**src/sdtid_defines.svh**
```systemverilog
`ifndef SDTID_DEFINES_SVH
`define SDTID_DEFINES_SVH

// ------------------------------------------------------------
// register offsets (byte addresses, one word each)
// ------------------------------------------------------------
`define SDTID_OFF_TCFG 8'h00
`define SDTID_OFF_CTRL 8'h04
`define SDTID_OFF_BASE 8'h08
`define SDTID_OFF_MASK 8'h0c
`define SDTID_OFF_STAT 8'h10

// ------------------------------------------------------------
// timing config fields
// ------------------------------------------------------------
`define SDTID_RFC_HI 31
`define SDTID_RFC_LO 18
`define SDTID_WRL_HI 17
`define SDTID_WRL_LO 16
`define SDTID_APL_HI 15
`define SDTID_APL_LO 13
`define SDTID_RAS_HI 12
`define SDTID_RAS_LO 10
`define SDTID_CAS_HI 9
`define SDTID_CAS_LO 7
`define SDTID_PAL_HI 6
`define SDTID_PAL_LO 4
`define SDTID_ARL_HI 3
`define SDTID_ARL_LO 0
`define SDTID_TCFG_RST 32'h4003edf7

// ------------------------------------------------------------
// control, window and status fields
// ------------------------------------------------------------
`define SDTID_PWR_BIT 0
`define SDTID_ON_BIT 1
`define SDTID_WX_HI 31
`define SDTID_WX_LO 22
`define SDTID_WY_HI 15
`define SDTID_WY_LO 6
`define SDTID_WIN_RST 10'h000
`define SDTID_ST_PEND_BIT 0
`define SDTID_ST_BUSY_BIT 1
`define SDTID_ST_CNT_LO 18

// ------------------------------------------------------------
// sequence constants
// ------------------------------------------------------------
`define SDTID_PU_REFS 2'h2
`define SDTID_ARL_EXTRA 5'h01

`endif

```
**src/sdtid_pkg.sv**
```systemverilog
package sdtid_pkg;

   typedef enum logic [2:0] {
      SDTID_NOP,
      SDTID_ACTIVATE,
      SDTID_READ,
      SDTID_WRITE,
      SDTID_PRECHARGE,
      SDTID_PRECHARGE_ALL,
      SDTID_AUTO_REFRESH,
      SDTID_MODE_SET
   } sdtid_code_t;

   typedef enum {
      ST_IDLE,
      ST_PU_PRE,
      ST_PU_REF,
      ST_PU_MODE,
      ST_REF,
      ST_ACT,
      ST_RCD,
      ST_COL,
      ST_CAS,
      ST_PRE
   } sdtid_state_t;

   // command toward the memory devices
   typedef struct packed {
      sdtid_code_t code;
      logic dev_y;
      logic [1:0] bank;
      logic [2:0] cas;
   } sdtid_cmd_t;

   // access request from the system bus
   typedef struct packed {
      logic valid;
      logic we;
      logic [31:0] addr;
   } sdtid_sysreq_t;

endpackage : sdtid_pkg

```
**src/sdtid_downcnt.sv**
```systemverilog
`timescale 1ns/1ns
module sdtid_downcnt #(
   parameter int W = 3
) (
   // clock and reset
   input wire logic clk,
   input wire logic rst,
   // control
   input wire logic load,
   input wire logic [W-1:0] load_val,
   input wire logic run,
   // state
   output logic [W-1:0] count,
   output logic zero
);
   typedef struct packed {
      logic [W-1:0] cnt;
   } sdtid_cnt_t;

   sdtid_cnt_t s;
   sdtid_cnt_t next_s;

   always_comb begin
      next_s = s;
      if (load) begin
         next_s.cnt = load_val;
      end else if (run && s.cnt != '0) begin
         next_s.cnt = s.cnt - 1'b1;
      end
   end

   always_ff @(posedge clk) begin
      if (rst) begin
         s <= '0;
      end else begin
         s <= next_s;
      end
   end

   assign count = s.cnt;
   assign zero = (s.cnt == '0);
endmodule : sdtid_downcnt

```
**src/sdtid_window.sv**
```systemverilog
`timescale 1ns/1ns
module sdtid_window #(
   parameter int W = 10
) (
   // physical address top bits and window setup
   input wire logic [W-1:0] addr_top,
   input wire logic [W-1:0] base,
   input wire logic [W-1:0] mask,
   // decode result
   output logic hit
);
   // a zero mask bit drops that bit from the compare: mirrors or protection
   assign hit = (((addr_top ^ base) & mask) == '0);
endmodule : sdtid_window

```
**src/sdtid_top.sv**
```systemverilog
`timescale 1ns/1ns
`include "sdtid_defines.svh"
// How it works
// - 14-bit refresh down counter reloads, requests refresh
// - write recovery is field plus one cycles
// - active-to-precharge spacing from three-bit field
// - row-to-column spacing from three-bit field
// - column command to first data counts CAS
// - mode set carries CAS field unchanged
// - same-bank precharge delays activate and refresh
// - refresh blocks commands until counter expires
// - trigger reads one, clears at sequence end
// - only accesses inside window are served
// - cleared upper mask bits create mirrors
// - extra mask bits protect part of memory
// - decode uses physical bus address
// - base compares upper ten address bits
// - mask one compares, zero ignores bit
module sdtid_top
   import sdtid_pkg::*;
#(
   parameter int ADR_W = 8,
   parameter int BANK_LSB = 23
) (
   // clock and reset
   input wire logic MCLK,
   input wire logic RST,
   // wishbone register slave
   input wire logic WB_CYC,
   input wire logic WB_STB,
   input wire logic WB_WE,
   input wire logic [ADR_W-1:0] WB_ADR,
   input wire logic [3:0] WB_SEL,
   input wire logic [31:0] WB_DAT_I,
   output logic [31:0] WB_DAT_O,
   output logic WB_ACK,
   // system access port
   input sdtid_sysreq_t SYS_REQ,
   output logic SYS_TAKEN,
   output logic SYS_DONE,
   // memory command port
   output sdtid_cmd_t SD_CMD
);

   // ------------------------------------------------------------
   // state
   // ------------------------------------------------------------
   typedef struct packed {
      logic [31:0] tcfg;
      logic power_up_trigger;
      logic on;
      logic [9:0] base_x;
      logic [9:0] base_y;
      logic [9:0] mask_x;
      logic [9:0] mask_y;
      logic ack;
      logic [31:0] dat_o;
      sdtid_state_t fsm;
      logic ref_pend;
      logic [1:0] pu_refs;
      logic dev_y;
      logic [1:0] bank;
      logic we;
      logic pre_valid;
      logic pre_all;
      logic pre_dev_y;
      logic [1:0] pre_bank;
      sdtid_cmd_t cmd;
      logic taken;
      logic done;
   } sdtid_regs_t;

   sdtid_regs_t s;
   sdtid_regs_t next_s;

   // ------------------------------------------------------------
   // field views
   // ------------------------------------------------------------
   logic [13:0] f_rfc;
   logic [1:0] f_wrl;
   logic [2:0] f_apl;
   logic [2:0] f_ras;
   logic [2:0] f_cas;
   logic [2:0] f_pal;
   logic [3:0] f_arl;

   assign f_rfc = s.tcfg[`SDTID_RFC_HI:`SDTID_RFC_LO];
   assign f_wrl = s.tcfg[`SDTID_WRL_HI:`SDTID_WRL_LO];
   assign f_apl = s.tcfg[`SDTID_APL_HI:`SDTID_APL_LO];
   assign f_ras = s.tcfg[`SDTID_RAS_HI:`SDTID_RAS_LO];
   assign f_cas = s.tcfg[`SDTID_CAS_HI:`SDTID_CAS_LO];
   assign f_pal = s.tcfg[`SDTID_PAL_HI:`SDTID_PAL_LO];
   assign f_arl = s.tcfg[`SDTID_ARL_HI:`SDTID_ARL_LO];

   // counter loaded at the command edge reaches zero N-1 cycles later,
   // so the next command lands N cycles after; zero codes are invalid anyway
   function automatic logic [2:0] span3(input logic [2:0] n);
      span3 = (n == 3'h0) ? 3'h0 : n - 3'h1;
   endfunction : span3

   function automatic logic [31:0] merge(input logic [31:0] old_v, input logic [31:0] new_v,
                                         input logic [3:0] sel);
      merge = old_v;
      for (int i = 0; i < 4; i++) begin
         if (sel[i]) begin
            merge[i*8 +: 8] = new_v[i*8 +: 8];
         end
      end
   endfunction : merge

   // ------------------------------------------------------------
   // counters
   // ------------------------------------------------------------
   logic ld_tras, ld_trcd, ld_cas, ld_trp, ld_trfc, ld_twr, ld_rfsh;
   logic z_tras, z_trcd, z_cas, z_trp, z_trfc, z_twr, z_rfsh;
   logic [13:0] rfsh_count;
   logic [4:0] trfc_val;

   // auto refresh holds for field plus two cycles
   assign trfc_val = {1'b0, f_arl} + `SDTID_ARL_EXTRA;
   assign ld_rfsh = s.on && z_rfsh;

   sdtid_downcnt #(.W(14)) u_rfsh (
      .clk(MCLK), .rst(RST), .load(ld_rfsh), .load_val(f_rfc), .run(s.on),
      .count(rfsh_count), .zero(z_rfsh)
   );
   sdtid_downcnt #(.W(3)) u_tras (
      .clk(MCLK), .rst(RST), .load(ld_tras), .load_val(span3(f_apl)), .run(1'b1),
      .count(), .zero(z_tras)
   );
   sdtid_downcnt #(.W(3)) u_trcd (
      .clk(MCLK), .rst(RST), .load(ld_trcd), .load_val(span3(f_ras)), .run(1'b1),
      .count(), .zero(z_trcd)
   );
   sdtid_downcnt #(.W(3)) u_cas (
      .clk(MCLK), .rst(RST), .load(ld_cas), .load_val(span3(f_cas)), .run(1'b1),
      .count(), .zero(z_cas)
   );
   sdtid_downcnt #(.W(3)) u_trp (
      .clk(MCLK), .rst(RST), .load(ld_trp), .load_val(span3(f_pal)), .run(1'b1),
      .count(), .zero(z_trp)
   );
   sdtid_downcnt #(.W(5)) u_trfc (
      .clk(MCLK), .rst(RST), .load(ld_trfc), .load_val(trfc_val), .run(1'b1),
      .count(), .zero(z_trfc)
   );
   sdtid_downcnt #(.W(2)) u_twr (
      .clk(MCLK), .rst(RST), .load(ld_twr), .load_val(f_wrl), .run(1'b1),
      .count(), .zero(z_twr)
   );

   // ------------------------------------------------------------
   // window decode
   // ------------------------------------------------------------
   logic hit_x, hit_y;
   logic [1:0] req_bank;

   // the system port carries physical addresses only
   sdtid_window #(.W(10)) u_win_x (
      .addr_top(SYS_REQ.addr[31:22]), .base(s.base_x), .mask(s.mask_x), .hit(hit_x)
   );
   sdtid_window #(.W(10)) u_win_y (
      .addr_top(SYS_REQ.addr[31:22]), .base(s.base_y), .mask(s.mask_y), .hit(hit_y)
   );

   assign req_bank = SYS_REQ.addr[BANK_LSB +: 2];

   // ------------------------------------------------------------
   // next state
   // ------------------------------------------------------------
   logic trp_block, cmd_ok;

   always_comb begin
      next_s = s;
      next_s.ack = 1'b0;
      next_s.taken = 1'b0;
      next_s.done = 1'b0;
      next_s.cmd.code = SDTID_NOP;
      ld_tras = 1'b0;
      ld_trcd = 1'b0;
      ld_cas = 1'b0;
      ld_trp = 1'b0;
      ld_trfc = 1'b0;
      ld_twr = 1'b0;
      cmd_ok = z_trfc;
      // same bank and device, or every bank after a precharge-all; other banks go ahead at once
      trp_block = s.pre_valid && !z_trp &&
                  (s.pre_all || (s.pre_bank == req_bank && s.pre_dev_y == !hit_x));

      // a counter reaching zero sets pending; only the refresh clears it
      if (ld_rfsh) begin
         next_s.ref_pend = 1'b1;
      end
      if (z_trp) begin
         next_s.pre_valid = 1'b0;
      end

      case (s.fsm)
         ST_IDLE: begin
            if (!s.on) begin
               next_s.fsm = ST_IDLE;
            end else if (s.power_up_trigger) begin
               next_s.fsm = ST_PU_PRE;
            end else if (s.ref_pend) begin
               // banks are closed here; wait out any precharge spacing
               if (cmd_ok && (!s.pre_valid || z_trp) && z_twr) begin
                  next_s.fsm = ST_REF;
               end
            end else if (SYS_REQ.valid && (hit_x || hit_y) && cmd_ok && !trp_block) begin
               next_s.dev_y = !hit_x;
               next_s.bank = req_bank;
               next_s.we = SYS_REQ.we;
               next_s.taken = 1'b1;
               next_s.fsm = ST_ACT;
            end
         end
         ST_PU_PRE: begin
            if (cmd_ok) begin
               next_s.cmd.code = SDTID_PRECHARGE_ALL;
               ld_trp = 1'b1;
               next_s.pre_valid = 1'b1;
               next_s.pre_all = 1'b1;
               next_s.pu_refs = `SDTID_PU_REFS;
               next_s.fsm = ST_PU_REF;
            end
         end
         ST_PU_REF: begin
            if (s.pu_refs == 2'h0) begin
               next_s.fsm = ST_PU_MODE;
            end else if (cmd_ok && (!s.pre_valid || z_trp)) begin
               next_s.cmd.code = SDTID_AUTO_REFRESH;
               ld_trfc = 1'b1;
               next_s.pu_refs = s.pu_refs - 2'h1;
            end
         end
         ST_PU_MODE: begin
            if (cmd_ok) begin
               next_s.cmd.code = SDTID_MODE_SET;
               next_s.cmd.cas = f_cas;
               next_s.power_up_trigger = 1'b0;
               next_s.fsm = ST_IDLE;
            end
         end
         ST_REF: begin
            next_s.cmd.code = SDTID_AUTO_REFRESH;
            ld_trfc = 1'b1;
            if (!ld_rfsh) begin
               next_s.ref_pend = 1'b0;
            end
            next_s.fsm = ST_IDLE;
         end
         ST_ACT: begin
            next_s.cmd.code = SDTID_ACTIVATE;
            next_s.cmd.bank = s.bank;
            next_s.cmd.dev_y = s.dev_y;
            ld_tras = 1'b1;
            ld_trcd = 1'b1;
            next_s.fsm = ST_RCD;
         end
         ST_RCD: begin
            // column goes out on the expiry edge itself, else spacing is one long
            if (z_trcd) begin
               next_s.cmd.code = s.we ? SDTID_WRITE : SDTID_READ;
               ld_cas = 1'b1;
               next_s.fsm = ST_CAS;
            end
         end
         ST_CAS: begin
            if (z_cas) begin
               next_s.done = 1'b1;
               ld_twr = s.we;
               next_s.fsm = ST_PRE;
            end
         end
         ST_PRE: begin
            if (z_tras && z_twr && !ld_twr) begin
               next_s.cmd.code = SDTID_PRECHARGE;
               ld_trp = 1'b1;
               next_s.pre_valid = 1'b1;
               next_s.pre_all = 1'b0;
               next_s.pre_bank = s.bank;
               next_s.pre_dev_y = s.dev_y;
               next_s.fsm = ST_IDLE;
            end
         end
         default: begin
            next_s.fsm = ST_IDLE;
         end
      endcase

      // register slave; a write of one to the trigger beats the clear
      if (WB_CYC && WB_STB && !s.ack) begin
         next_s.ack = 1'b1;
         next_s.dat_o = 32'h0000_0000;
         case (WB_ADR)
            `SDTID_OFF_TCFG: begin
               next_s.dat_o = s.tcfg;
               if (WB_WE) begin
                  next_s.tcfg = merge(s.tcfg, WB_DAT_I, WB_SEL);
               end
            end
            `SDTID_OFF_CTRL: begin
               next_s.dat_o[`SDTID_PWR_BIT] = s.power_up_trigger;
               next_s.dat_o[`SDTID_ON_BIT] = s.on;
               if (WB_WE && WB_SEL[0]) begin
                  next_s.on = WB_DAT_I[`SDTID_ON_BIT];
                  if (WB_DAT_I[`SDTID_PWR_BIT]) begin
                     next_s.power_up_trigger = 1'b1;
                  end
               end
            end
            `SDTID_OFF_BASE: begin
               next_s.dat_o[`SDTID_WX_HI:`SDTID_WX_LO] = s.base_x;
               next_s.dat_o[`SDTID_WY_HI:`SDTID_WY_LO] = s.base_y;
               if (WB_WE && WB_SEL[3] && WB_SEL[2]) begin
                  next_s.base_x = WB_DAT_I[`SDTID_WX_HI:`SDTID_WX_LO];
               end
               if (WB_WE && WB_SEL[1] && WB_SEL[0]) begin
                  next_s.base_y = WB_DAT_I[`SDTID_WY_HI:`SDTID_WY_LO];
               end
            end
            `SDTID_OFF_MASK: begin
               next_s.dat_o[`SDTID_WX_HI:`SDTID_WX_LO] = s.mask_x;
               next_s.dat_o[`SDTID_WY_HI:`SDTID_WY_LO] = s.mask_y;
               if (WB_WE && WB_SEL[3] && WB_SEL[2]) begin
                  next_s.mask_x = WB_DAT_I[`SDTID_WX_HI:`SDTID_WX_LO];
               end
               if (WB_WE && WB_SEL[1] && WB_SEL[0]) begin
                  next_s.mask_y = WB_DAT_I[`SDTID_WY_HI:`SDTID_WY_LO];
               end
            end
            `SDTID_OFF_STAT: begin
               next_s.dat_o[`SDTID_ST_PEND_BIT] = s.ref_pend;
               next_s.dat_o[`SDTID_ST_BUSY_BIT] = (s.fsm != ST_IDLE);
               next_s.dat_o[31:`SDTID_ST_CNT_LO] = rfsh_count;
            end
            default: begin
               next_s.dat_o = 32'h0000_0000;
            end
         endcase
      end
   end

   // ------------------------------------------------------------
   // registers
   // ------------------------------------------------------------
   always_ff @(posedge MCLK) begin
      if (RST) begin
         s <= '0;
         s.tcfg <= `SDTID_TCFG_RST;
         s.base_x <= `SDTID_WIN_RST;
         s.base_y <= `SDTID_WIN_RST;
         s.mask_x <= `SDTID_WIN_RST;
         s.mask_y <= `SDTID_WIN_RST;
         s.fsm <= ST_IDLE;
         s.cmd.code <= SDTID_NOP;
      end else begin
         s <= next_s;
      end
   end

   // ------------------------------------------------------------
   // outputs
   // ------------------------------------------------------------
   assign WB_DAT_O = s.dat_o;
   assign WB_ACK = s.ack;
   assign SYS_TAKEN = s.taken;
   assign SYS_DONE = s.done;
   assign SD_CMD = s.cmd;
endmodule : sdtid_top

```
**config.mk**
```make
export PLATFORM = sky130hd
export DESIGN_NAME = sdtid_top
export DESIGN_NICKNAME = d
export VERILOG_FILES = /design/src/sdtid_pkg.sv /design/src/sdtid_downcnt.sv /design/src/sdtid_window.sv /design/src/sdtid_top.sv
export VERILOG_INCLUDE_DIRS = /design/src /design/src/src
export SDC_FILE = /design/constraint.sdc
export NUM_CORES = 1
export LEC_CHECK = 0
export ABC_AREA = 1
export BUFFER_PORTS_ARGS = -buffer_cell sky130_fd_sc_hd__buf_4
export CAP_MARGIN = 40
export CORE_AREA = 2 2 141 143
export DETAILED_ROUTE_END_ITERATION = 10
export DIE_AREA = 0 0 143 145
export PLACE_DENSITY = 0.63
export SLEW_MARGIN = 20
export SYNTH_ARGS = -nofsm -noshare
export SYNTH_HDL_FRONTEND = slang
export SYNTH_SLANG_ARGS = --single-unit
export TNS_END_PERCENT = 10
```
**constraint.sdc**
```tcl
create_clock -name MCLK -period 2.9 [get_ports MCLK]
set_clock_uncertainty 0.2 [all_clocks]
set_input_delay 0.29 -clock MCLK [delete_from_list [all_inputs] [get_ports MCLK]]
set_output_delay 0.29 -clock MCLK [all_outputs]
set_load 0.03 [all_outputs]
```
# Word-level counts from Yosys, hierarchy flattened
# Index checks and enable logic that the tools add are counted.
# classes
mux	79
addsub	13
n_bitwise	9
eq_ne	24
n_reduce_logical	76
# ops
cell	count
32-bit two-way mux	11
32-bit one-hot mux with 8 select lines	1
32-bit by 3-bit equality test with 1-bit output (second input constant)	3
75-bit two-way mux	1
32-bit by 2-bit equality test with 1-bit output (second input constant)	2
32-bit by 4-bit equality test with 1-bit output (second input constant)	2
3-bit two-way mux	16
10-bit two-way mux	4
20-bit two-way mux	2
10-bit one-hot mux with 4 select lines	1
32-bit by 1-bit equality test with 1-bit output (second input constant)	1
32-bit zero test	1
32-bit nonzero test	1
10-bit one-hot mux with 3 select lines	1
14-bit two-way mux	2
3-bit zero test	8
3-bit by 1-bit subtractor with 3-bit output (second input constant)	8
3-bit one-hot mux with 7 select lines	1
10-bit AND	2
10-bit zero test	2
2-bit two-way mux	10
4-bit AND reduction	5
2-bit nonzero test	10
10-bit XOR	2
37 further kinds	104
# totals
out_inout_bits	44
register_bits	195
input_bits	83
word_cells	236

# Longest topological paths before layout
# Gate-level depths: netlist (run 1).
# logic_depth
depth_word	15
mapped_depth	16
mapped_depth_nobuf	16

# Modules after synthesis
# Synthesis (run 1) repeated with hierarchy kept, for this count alone.
# hier_totals
hier_cells	1364
hier_area_um2	9150.0
# modules_own_cells
module	seq_area_each_um2	area_per_inst_um2	cells_each	n_inst
sdtid_top	2682.6	6399.9	870	1
sdtid_downcnt (u_rfsh)	280.3	1031.0	177	1
sdtid_downcnt (u_cas ...)	60.1	201.4	34	4
sdtid_window	0.0	212.7	49	2
sdtid_downcnt (u_trfc)	100.1	347.8	58	1
sdtid_downcnt (u_twr)	40.0	140.1	25	1

# Worst setup path before layout (run 1)
# OpenSTA, ideal clock, no wires.
# synth_path
path_kind	register to register
startpoint	register u_rfsh.s, in the netlist u_rfsh.count[0]
endpoint	register u_rfsh.s, in the netlist u_rfsh.count[8]
n_path_buf	1
setup_time_ps	139
path_slack_ps	1021
required_ps	2561
stages_incl_launch_ff	11
arrival_time_ps	1540
synth_period_minus_slack_ps	1879
cell_sequence	dfxtp_1 > inv_1 > ha_1 > nand2_1 > nor2_1 > nand2_1 > nor3_2 > nand2_1 > buf_2 > o32ai_1 > a211oi_1
# synth_between
elab_chain_cells	3
elab_cells_between_ends	8
cone_classes	add/sub (1); mux (2); reduce/logical (5)
# synth_lines
element	line	rtl
from (decl)	sdtid_downcnt.sv:20	sdtid_cnt_t s;
from (signal assigned)	sdtid_downcnt.sv:36	s <= next_s;
14-bit by 1-bit subtractor with 14-bit output (tied with other cells)	sdtid_downcnt.sv:28	next_s.cnt = s.cnt - 1'b1;
14-bit two-way mux (tied with other cells)	sdtid_downcnt.sv:27	end else if (run && s.cnt != '0) begin
14-bit two-way mux / 2-bit nonzero test (equally long branches)	--	
# Parallel ways exist; a longest one is shown, timed or not. The select of a mux whose other input is x is not followed.
# A chain may end at the register's enable or synchronous reset.

# Worst setup path in the final report (run 1)
# layout_path
startpoint	register u_rfsh.s, in the netlist u_rfsh.count[0]
endpoint	register u_rfsh.s, in the netlist u_rfsh.count[13]
# Same word-level chain as after synthesis.

==> out/qor.csv, run 1 <==
stage;metric;value;unit
placed_design;post-DP HPWL;16600;um
clocking;Clock Root Buffer;clkbuf_16;
clocking;Setup Buffers After CTS;0;
sta;final period utilization;78.9;%
worst_hold_path;Hold Path Class;in -> reg;
final_layout;Post-Layout Cell Count;1519;
worst_setup_path;R2R depth;12;
synthesis;Yosys top cell area share;39.3;%
die;die width;143;um
synthesis;most common cell in the netlist;nand2_1;
routing;wire per inst;15.2;um
worst_setup_path;Max Fanout on Critical Path;9;
synthesis;Simple-Gate Fraction of Synth Area;20.9;%
final_layout;Final Net Count;1349;
sta;RSZ-0062 raised after global routing;no;
routing;Final ANT Viol Nets;0;
placed_design;port bufs;104;
worst_setup_path;FF-to-FF Start;u_rfsh.count[0];
final_layout;antenna fix cells;0;
die;row cnt;51;
routing;routed vias;7752;
sta;Sum Neg Setup Slack;0;ns
synthesis;Post-Synth Adder-Cell Area;3.09;%
placed_design;GPL Wtd Cong;0.875;
worst_setup_path;crit path kind;reg -> reg;
grt;number of global-route vias before repair;7308;
synthesis;top post-synthesis cells by count;183 x nand2_1, 167 x dfxtp_1, 139 x inv_1;
grt;initial antenna violation count;0;
worst_setup_path;CP startpoint kind;flip-flop;
synthesis;Seq/Total Area, Yosys;39.3;%
die;# IOs;127;
worst_setup_path;Worst EP required;3.06;ns
sta;Slew Viols, Final;0;
worst_hold_path;hold path startpoint;WB_ADR[3];
sta;Final Hold Fails;0;
die;Core ar.;19200;um2
synthesis;top post-synthesis cells by area;dfxtp_1 39%, nand2_1 8.1%, a21oi_1 7.9%;
status;run status;finished clean;
worst_setup_path;Crit. End Element;flip-flop;
power;Power Density;621;nW/um2
routing;final wirelength;23100;um
clocking;post-CTS sizing;0;
clocking;CTS clk-pin slew, worst paths;0.06;ns
grt;first-pass GRT wire length;37400;um
die;initial cell density of the core;44.3;%
routing;# DRC;0;
worst_hold_path;WHS Path Cells;4;
synthesis;Yosys cell types;49;
die;Die Ht;145;um
synthesis;post-synthesis cell count;1154;
clocking;Worst-Skew Late Latency;0.43;ns
final_layout;fraction of layout cells with a size suffix above 1;17.1;%
sta;setup ws final;0.611;ns
power;Logic pwr share;23.9;%
synthesis;Post-Synth XOR/XNOR Area;1.65;%
routing;Initial DRT Pass Iterations;4;
placed_design;cell count after placement;1455;
power;Net Sw Frac;30.3;%
synthesis;area leader, netlist;dfxtp_1;
sta;Worst Tran Pin Value;0.694;ns
synthesis;Synth Area in Compound Gates;22.1;%
placed_design;placed cell areas;9240;um2
final_layout;design area;10200;um2
synthesis;multiplexer share of the synthesized area;0;%
synthesis;Syn Area/Cell;7.37;um2
run;Max-cap violations;0;
final_layout;fillcell total;1923;
die;Die ar.;20700;um2
power;Sequential Power Share;40.0;%
clocking;CTS tree;done;
grt;gr usage total;22.8;%
clocking;CTS Sinks;167;
final_layout;Area Growth Syn to Fin;19.8;%
sta;setup violators final;0;
power;Peak supply drop;0.443;mV
clocking;Post-CTS Hold Buffers;36;
power;net switching power;1.91;mW
synthesis;Yosys reg bits;167;
synthesis;syn nets;1258;
synthesis;Cell Area, Synth;8500;um2
synthesis;Post-synth ARST share;0;%
worst_setup_path;Arrival @ worst endpoint;2.45;ns
routing;initial drt markers;474;
clocking;cts bufs inserted;17;
clocking;H-tree depth;4;
synthesis;Yosys warnings;0;
power;Clock power frac;36.1;%
placed_design;Setup WS pre-CTS;0.523;ns
synthesis;EDFF count, synth;0;
sta;Peak Freq;437;MHz
clocking;clk buf depth;2;
power;P_leak;4.29;nW
grt;global route overflow;0;
grt;pin count of the biggest net entering global routing;51;
sta;fin crit period;2.29;ns
routing;Avg Vias per Cell;5.10;
sta;relative slew slack;53.6;%
synthesis;main combinational cell family by area after synthesis;compound AO/OA/AOI/OAI gates;
power;Int Power;4.41;mW
worst_setup_path;launch point of the critical path;u_rfsh.count[0];
synthesis;dominant synthesized flop cell;dfxtp_1;
sequential cells by signal, indices dropped and copies added (netlist names), 3 cells and up:
register      flops
u_tras.count      3
u_cas.count       3
s                58
u_trp.count       3
f_ras             3
u_rfsh.count     14
f_pal             3
u_trfc.count      5
f_rfc            14
f_arl             4
WB_DAT_O         32
f_apl             3
u_trcd.count      3
f_cas             3
SD_CMD            9
cell type report:
type	count	area, um2	share of cell area [%]
Clock buffer	19	453	4.45
Multi-Input combinational cell	742	4050	39.8
Clock inverter	9	129	1.27
Timing Repair Buffer	155	1270	12.4
Sequential cell	167	3340	32.8
Inverter	162	608	5.97
Tap cell	265	332	3.26
layout by cell type (no fill, tap or decap), types with 4 or more instances in the layout:
cell type and n:
buf_4 118, o21ai_0 75, dlygate4sd3_1 36, ha_1 21, clkbuf_16 17, nor2_4 4
nor2_1 92, inv_1 139, xor2_1 13, nor2_2 7, a211oi_1 16, nor3_2 5
o21ai_1 44, nor3_1 10, dfxtp_1 167, a21oi_1 134, o22ai_1 23, nand4_1 12
or2_1 5, a31oi_1 7, inv_2 22, o221ai_1 4, nand2_2 7, nand2_1 183
o211ai_1 16, nand3_1 29
power by group through the flow:
| stage | clock (mW) | combinational, mW | sequential (mW) |
|---|---|---|---|
| finish | 2.28 | 1.51 | 2.53 |
| global route | 2.41 | 1.72 | 2.55 |
| CTS | 2.32 | 1.51 | 2.53 |
| detailed placement | 0 | 1.47 | 2.58 |
| global placement | 0 | 1.45 | 2.58 |
| floorplan | 0 | 1.12 | 2.57 |
critical path, stage by stage (launching register included):
cell      delay [ns]
dfxtp_1         0.30
inv_1           0.13
ha_1            0.23
nand2_1         0.07
nor2_1          0.12
nand2_1         0.15
nor3_2          0.16
nand2_1         0.25
inv_2           0.25
a21oi_1         0.06
o21ai_1         0.07
o211ai_1        0.09
a21oi_1         0.13
logic make-up (layout without fill, tap and decap cells):
kind of cell    after synthesis  after routing
compound gates              333            333
fa+ha+maj                    21             21
buf+inv                     245            345
flops                       167            167
simple gates                372            372
xor+xnor                     16             16
per-stage QoR:
| stage | hold slack, ns | utilization [%] | power, mW |
|---|---|---|---|
| floorplan | 0.216 | - | 3.69 |
| global placement | 0.247 | 48.1 | 4.03 |
| detailed placement | 0.254 | 48.1 | 4.05 |
| CTS | 0.0182 | 53.0 | 6.37 |
| global route | 0.0359 | 53.0 | 6.68 |
| finish | 0.0256 | 53.0 | 6.32 |
routing by layer:
metal / vias to the layer above / GRT usage, % / wire length (um) / part of all wire [%]
li1: 3956 / - / - / -
met1: 3565 / 29.7 / 10500 / 46
met2: 193 / 38.1 / 11000 / 48
met3: 38 / 3.63 / 992 / 4.3
met4: 0 / 7.72 / 603 / 2.6
met5: - / 0 / 0 / 0
worst paths after layout:
path,to,slack [ns]
worst max-delay path,u_rfsh.count[13],0.61
worst min-delay path,s[129],0.03
worst max register to register,u_rfsh.count[13],0.61
worst min register to register,WB_DAT_O[16],0.26
(Power assumes the default switching activity.)
==> run 2: changes to the inputs <==
--- a/config.mk
+++ b/config.mk
@@ -12,7 +12,7 @@
 export CORE_AREA = 2 2 141 143
 export DETAILED_ROUTE_END_ITERATION = 10
 export DIE_AREA = 0 0 143 145
-export PLACE_DENSITY = 0.63
+export PLACE_DENSITY = 0.65
 export SLEW_MARGIN = 20
 export SYNTH_ARGS = -nofsm -noshare
 export SYNTH_HDL_FRONTEND = slang
==> constraint.sdc (replaced) <==
create_clock -name MCLK -period 2.1 [get_ports MCLK]
set_clock_uncertainty 0.2 [all_clocks]
set_input_delay 0.21 -clock MCLK [delete_from_list [all_inputs] [get_ports MCLK]]
set_output_delay 0.21 -clock MCLK [all_outputs]
set_load 0.03 [all_outputs]
==> out/qor.csv, run 2 (synthesis gave the netlist of run 1 again) <==
stage;metric;value;unit
final_layout;Final Util;55.4;%
placed_design;post-DP HPWL;17000;um
worst_setup_path;CP startpoint kind;input pin;
status;run status;finished clean;
final_layout;Final Net Count;1392;
grt;global route overflow;0;
routing;routed vias;8040;
die;Die Ht;145;um
clocking;CTS clk-pin slew, worst paths;0.07;ns
power;Net Sw Frac;31.2;%
die;# IOs;127;
worst_setup_path;launch point of the critical path;WB_ADR[3];
placed_design;cell count after placement;1489;
power;Clock power frac;34.9;%
final_layout;fraction of layout cells with a size suffix above 1;21.1;%
grt;pin count of the biggest net entering global routing;78;
run;Max-cap violations;0;
sta;Final Hold Fails;0;
sta;RSZ-0062 raised after global routing;yes;
die;initial cell density of the core;44.3;%
worst_setup_path;Worst Setup EP;s[129];
sta;final period utilization;95.9;%
worst_hold_path;Hold Path Class;in -> reg;
clocking;H-tree depth;4;
routing;initial drt markers;569;
final_layout;Largest Register;s;
power;Int Power;6.17;mW
final_layout;Post-Layout Cell Count;1566;
routing;Final ANT Viol Nets;0;
worst_setup_path;FF-to-FF Start;u_rfsh.count[0];
final_layout;most frequent cells in the layout;180 x nand2_1, 167 x dfxtp_1, 153 x buf_4;
clocking;CTS Sinks;167;
final_layout;max reg flops;58;
worst_setup_path;R2R depth;10;
clocking;Worst-Skew Late Latency;0.43;ns
sta;fin crit period;2.01;ns
power;Peak supply drop;0.631;mV
routing;wire per inst;15.3;um
power;Logic pwr share;26.1;%
grt;initial antenna violation count;0;
worst_setup_path;Worst EP required;2.26;ns
worst_hold_path;hold path startpoint;WB_ADR[4];
worst_setup_path;Reg-to-Reg End;u_rfsh.count[12];
final_layout;Area Growth Syn to Fin;25.2;%
final_layout;design area;10600;um2
routing;Avg Vias per Cell;5.13;
sta;Worst Tran Pin Value;0.500;ns
final_layout;antenna fix cells;0;
routing;final wirelength;23900;um
die;die width;143;um
sta;Sum Neg Setup Slack;0;ns
sta;setup ws final;0.0866;ns
worst_setup_path;crit path kind;in -> reg;
placed_design;GPL Wtd Cong;0.919;
routing;Initial DRT Pass Iterations;7;
routing;# DRC;0;
power;P_leak;4.51;nW
sta;Slew Viols, Final;0;
grt;first-pass GRT wire length;38200;um
grt;gr usage total;23.3;%
clocking;Clock Root Buffer;clkbuf_16;
clocking;clk buf depth;2;
power;Sequential Power Share;39.0;%
worst_setup_path;internal reg-to-reg setup slack;0.09;ns
sta;setup violators final;0;
die;row cnt;51;
clocking;cts bufs inserted;17;
placed_design;placed cell areas;9520;um2
die;Core ar.;19200;um2
sta;relative slew slack;66.5;%
sta;Peak Freq;497;MHz
worst_setup_path;Max Fanout on Critical Path;5;
clocking;CTS tree;done;
die;Die ar.;20700;um2
power;net switching power;2.81;mW
power;Power Density;844;nW/um2
placed_design;Setup WS pre-CTS;0.0149;ns
worst_setup_path;Crit. End Element;flip-flop;
placed_design;port bufs;104;
final_layout;commonest non-fill, non-tap cell in the layout;nand2_1;
grt;number of global-route vias before repair;7542;
worst_setup_path;Arrival @ worst endpoint;2.18;ns
[run 2: cell types whose count changed in the layout (fill, tap and decap cells not counted), moves of 2 or more]
| cell | change |
|---|---|
| nor2_2 | +6 |
| clkinvlp_4 | +2 |
| clkbuf_1 | +3 |
| inv_6 | +2 |
| inv_2 | +3 |
| nand2_1 | -3 |
| buf_12 | +2 |
| nor2_4 | +3 |
| nor3_1 | -2 |
| nand2_4 | +2 |
| buf_4 | +35 |
| inv_1 | -6 |
| dlygate4sd3_1 | +5 |
| nor2_1 | -9 |
[run 2: routing by layer]
metal	vias up	routed length (um)	track usage [%]
li1	4054	-	-
met1	3727	10700	30.3
met2	212	11500	38.5
met3	47	1110	3.96
met4	0	675	8.66
met5	-	0	0
[run 2: final cells by class]
cell class                      count  area (um2)
Multi-Input combinational cell    742        4130
Sequential cell                   167        3340
Fill cell                        1836        8570
Clock inverter                     10         120
Clock buffer                       22         464
Timing Repair Buffer              198        1630
Inverter                          162         618
Tap cell                          265         332
[run 2: worst max-delay path, stage by stage]
cell and delay [ns]:
dlygate4sd3_1 0.55, buf_4 0.16, nor4_1 0.39, nand3_1 0.14, dlygate4sd3_1 0.59, a21oi_1 0.12
[run 2: through the flow]
stage / hold WS [ns] / power, mW
4_1_cts: 0.0120 / 8.91
3_3_place_gp: 0.227 / 5.69
3_5_place_dp: 0.227 / 5.72
6_report: 0.0224 / 8.98
5_1_grt: 0.0377 / 9.48
2_1_floorplan: 0.136 / 5.09
[run 2: worst min-delay path by stage]
stage | end | slack, ns | depth (start not counted)
final | WB_DAT_O[21] | 0.02 | 5
after global routing | WB_DAT_O[21] | 0.04 | 5
after global placement | f_pal[1] | 0.23 | 3
after CTS | WB_DAT_O[21] | 0.01 | 5
after floorplan | f_pal[1] | 0.14 | 2
after detailed placement | f_pal[0] | 0.23 | 3
[run 2: what timing repair did]
action / CTS / global route
endpoints found under the hold margin: 77 / 0
hold buffers: 41 / 0
pin swaps: 1 / 4
setup buffers: 0 / 4
cloned: 0 / 0
setup endpoints to repair: 1 / 40
resized for setup: 2 / 29
[run 2: power by group through the flow]
stage / Clock, mW / Combinational (mW) / Sequential (mW)
2_1_floorplan: 0 / 1.54 / 3.55
3_3_place_gp: 0 / 2.13 / 3.56
3_5_place_dp: 0 / 2.15 / 3.57
4_1_cts: 3.16 / 2.25 / 3.50
5_1_grt: 3.30 / 2.65 / 3.53
6_report: 3.13 / 2.34 / 3.50
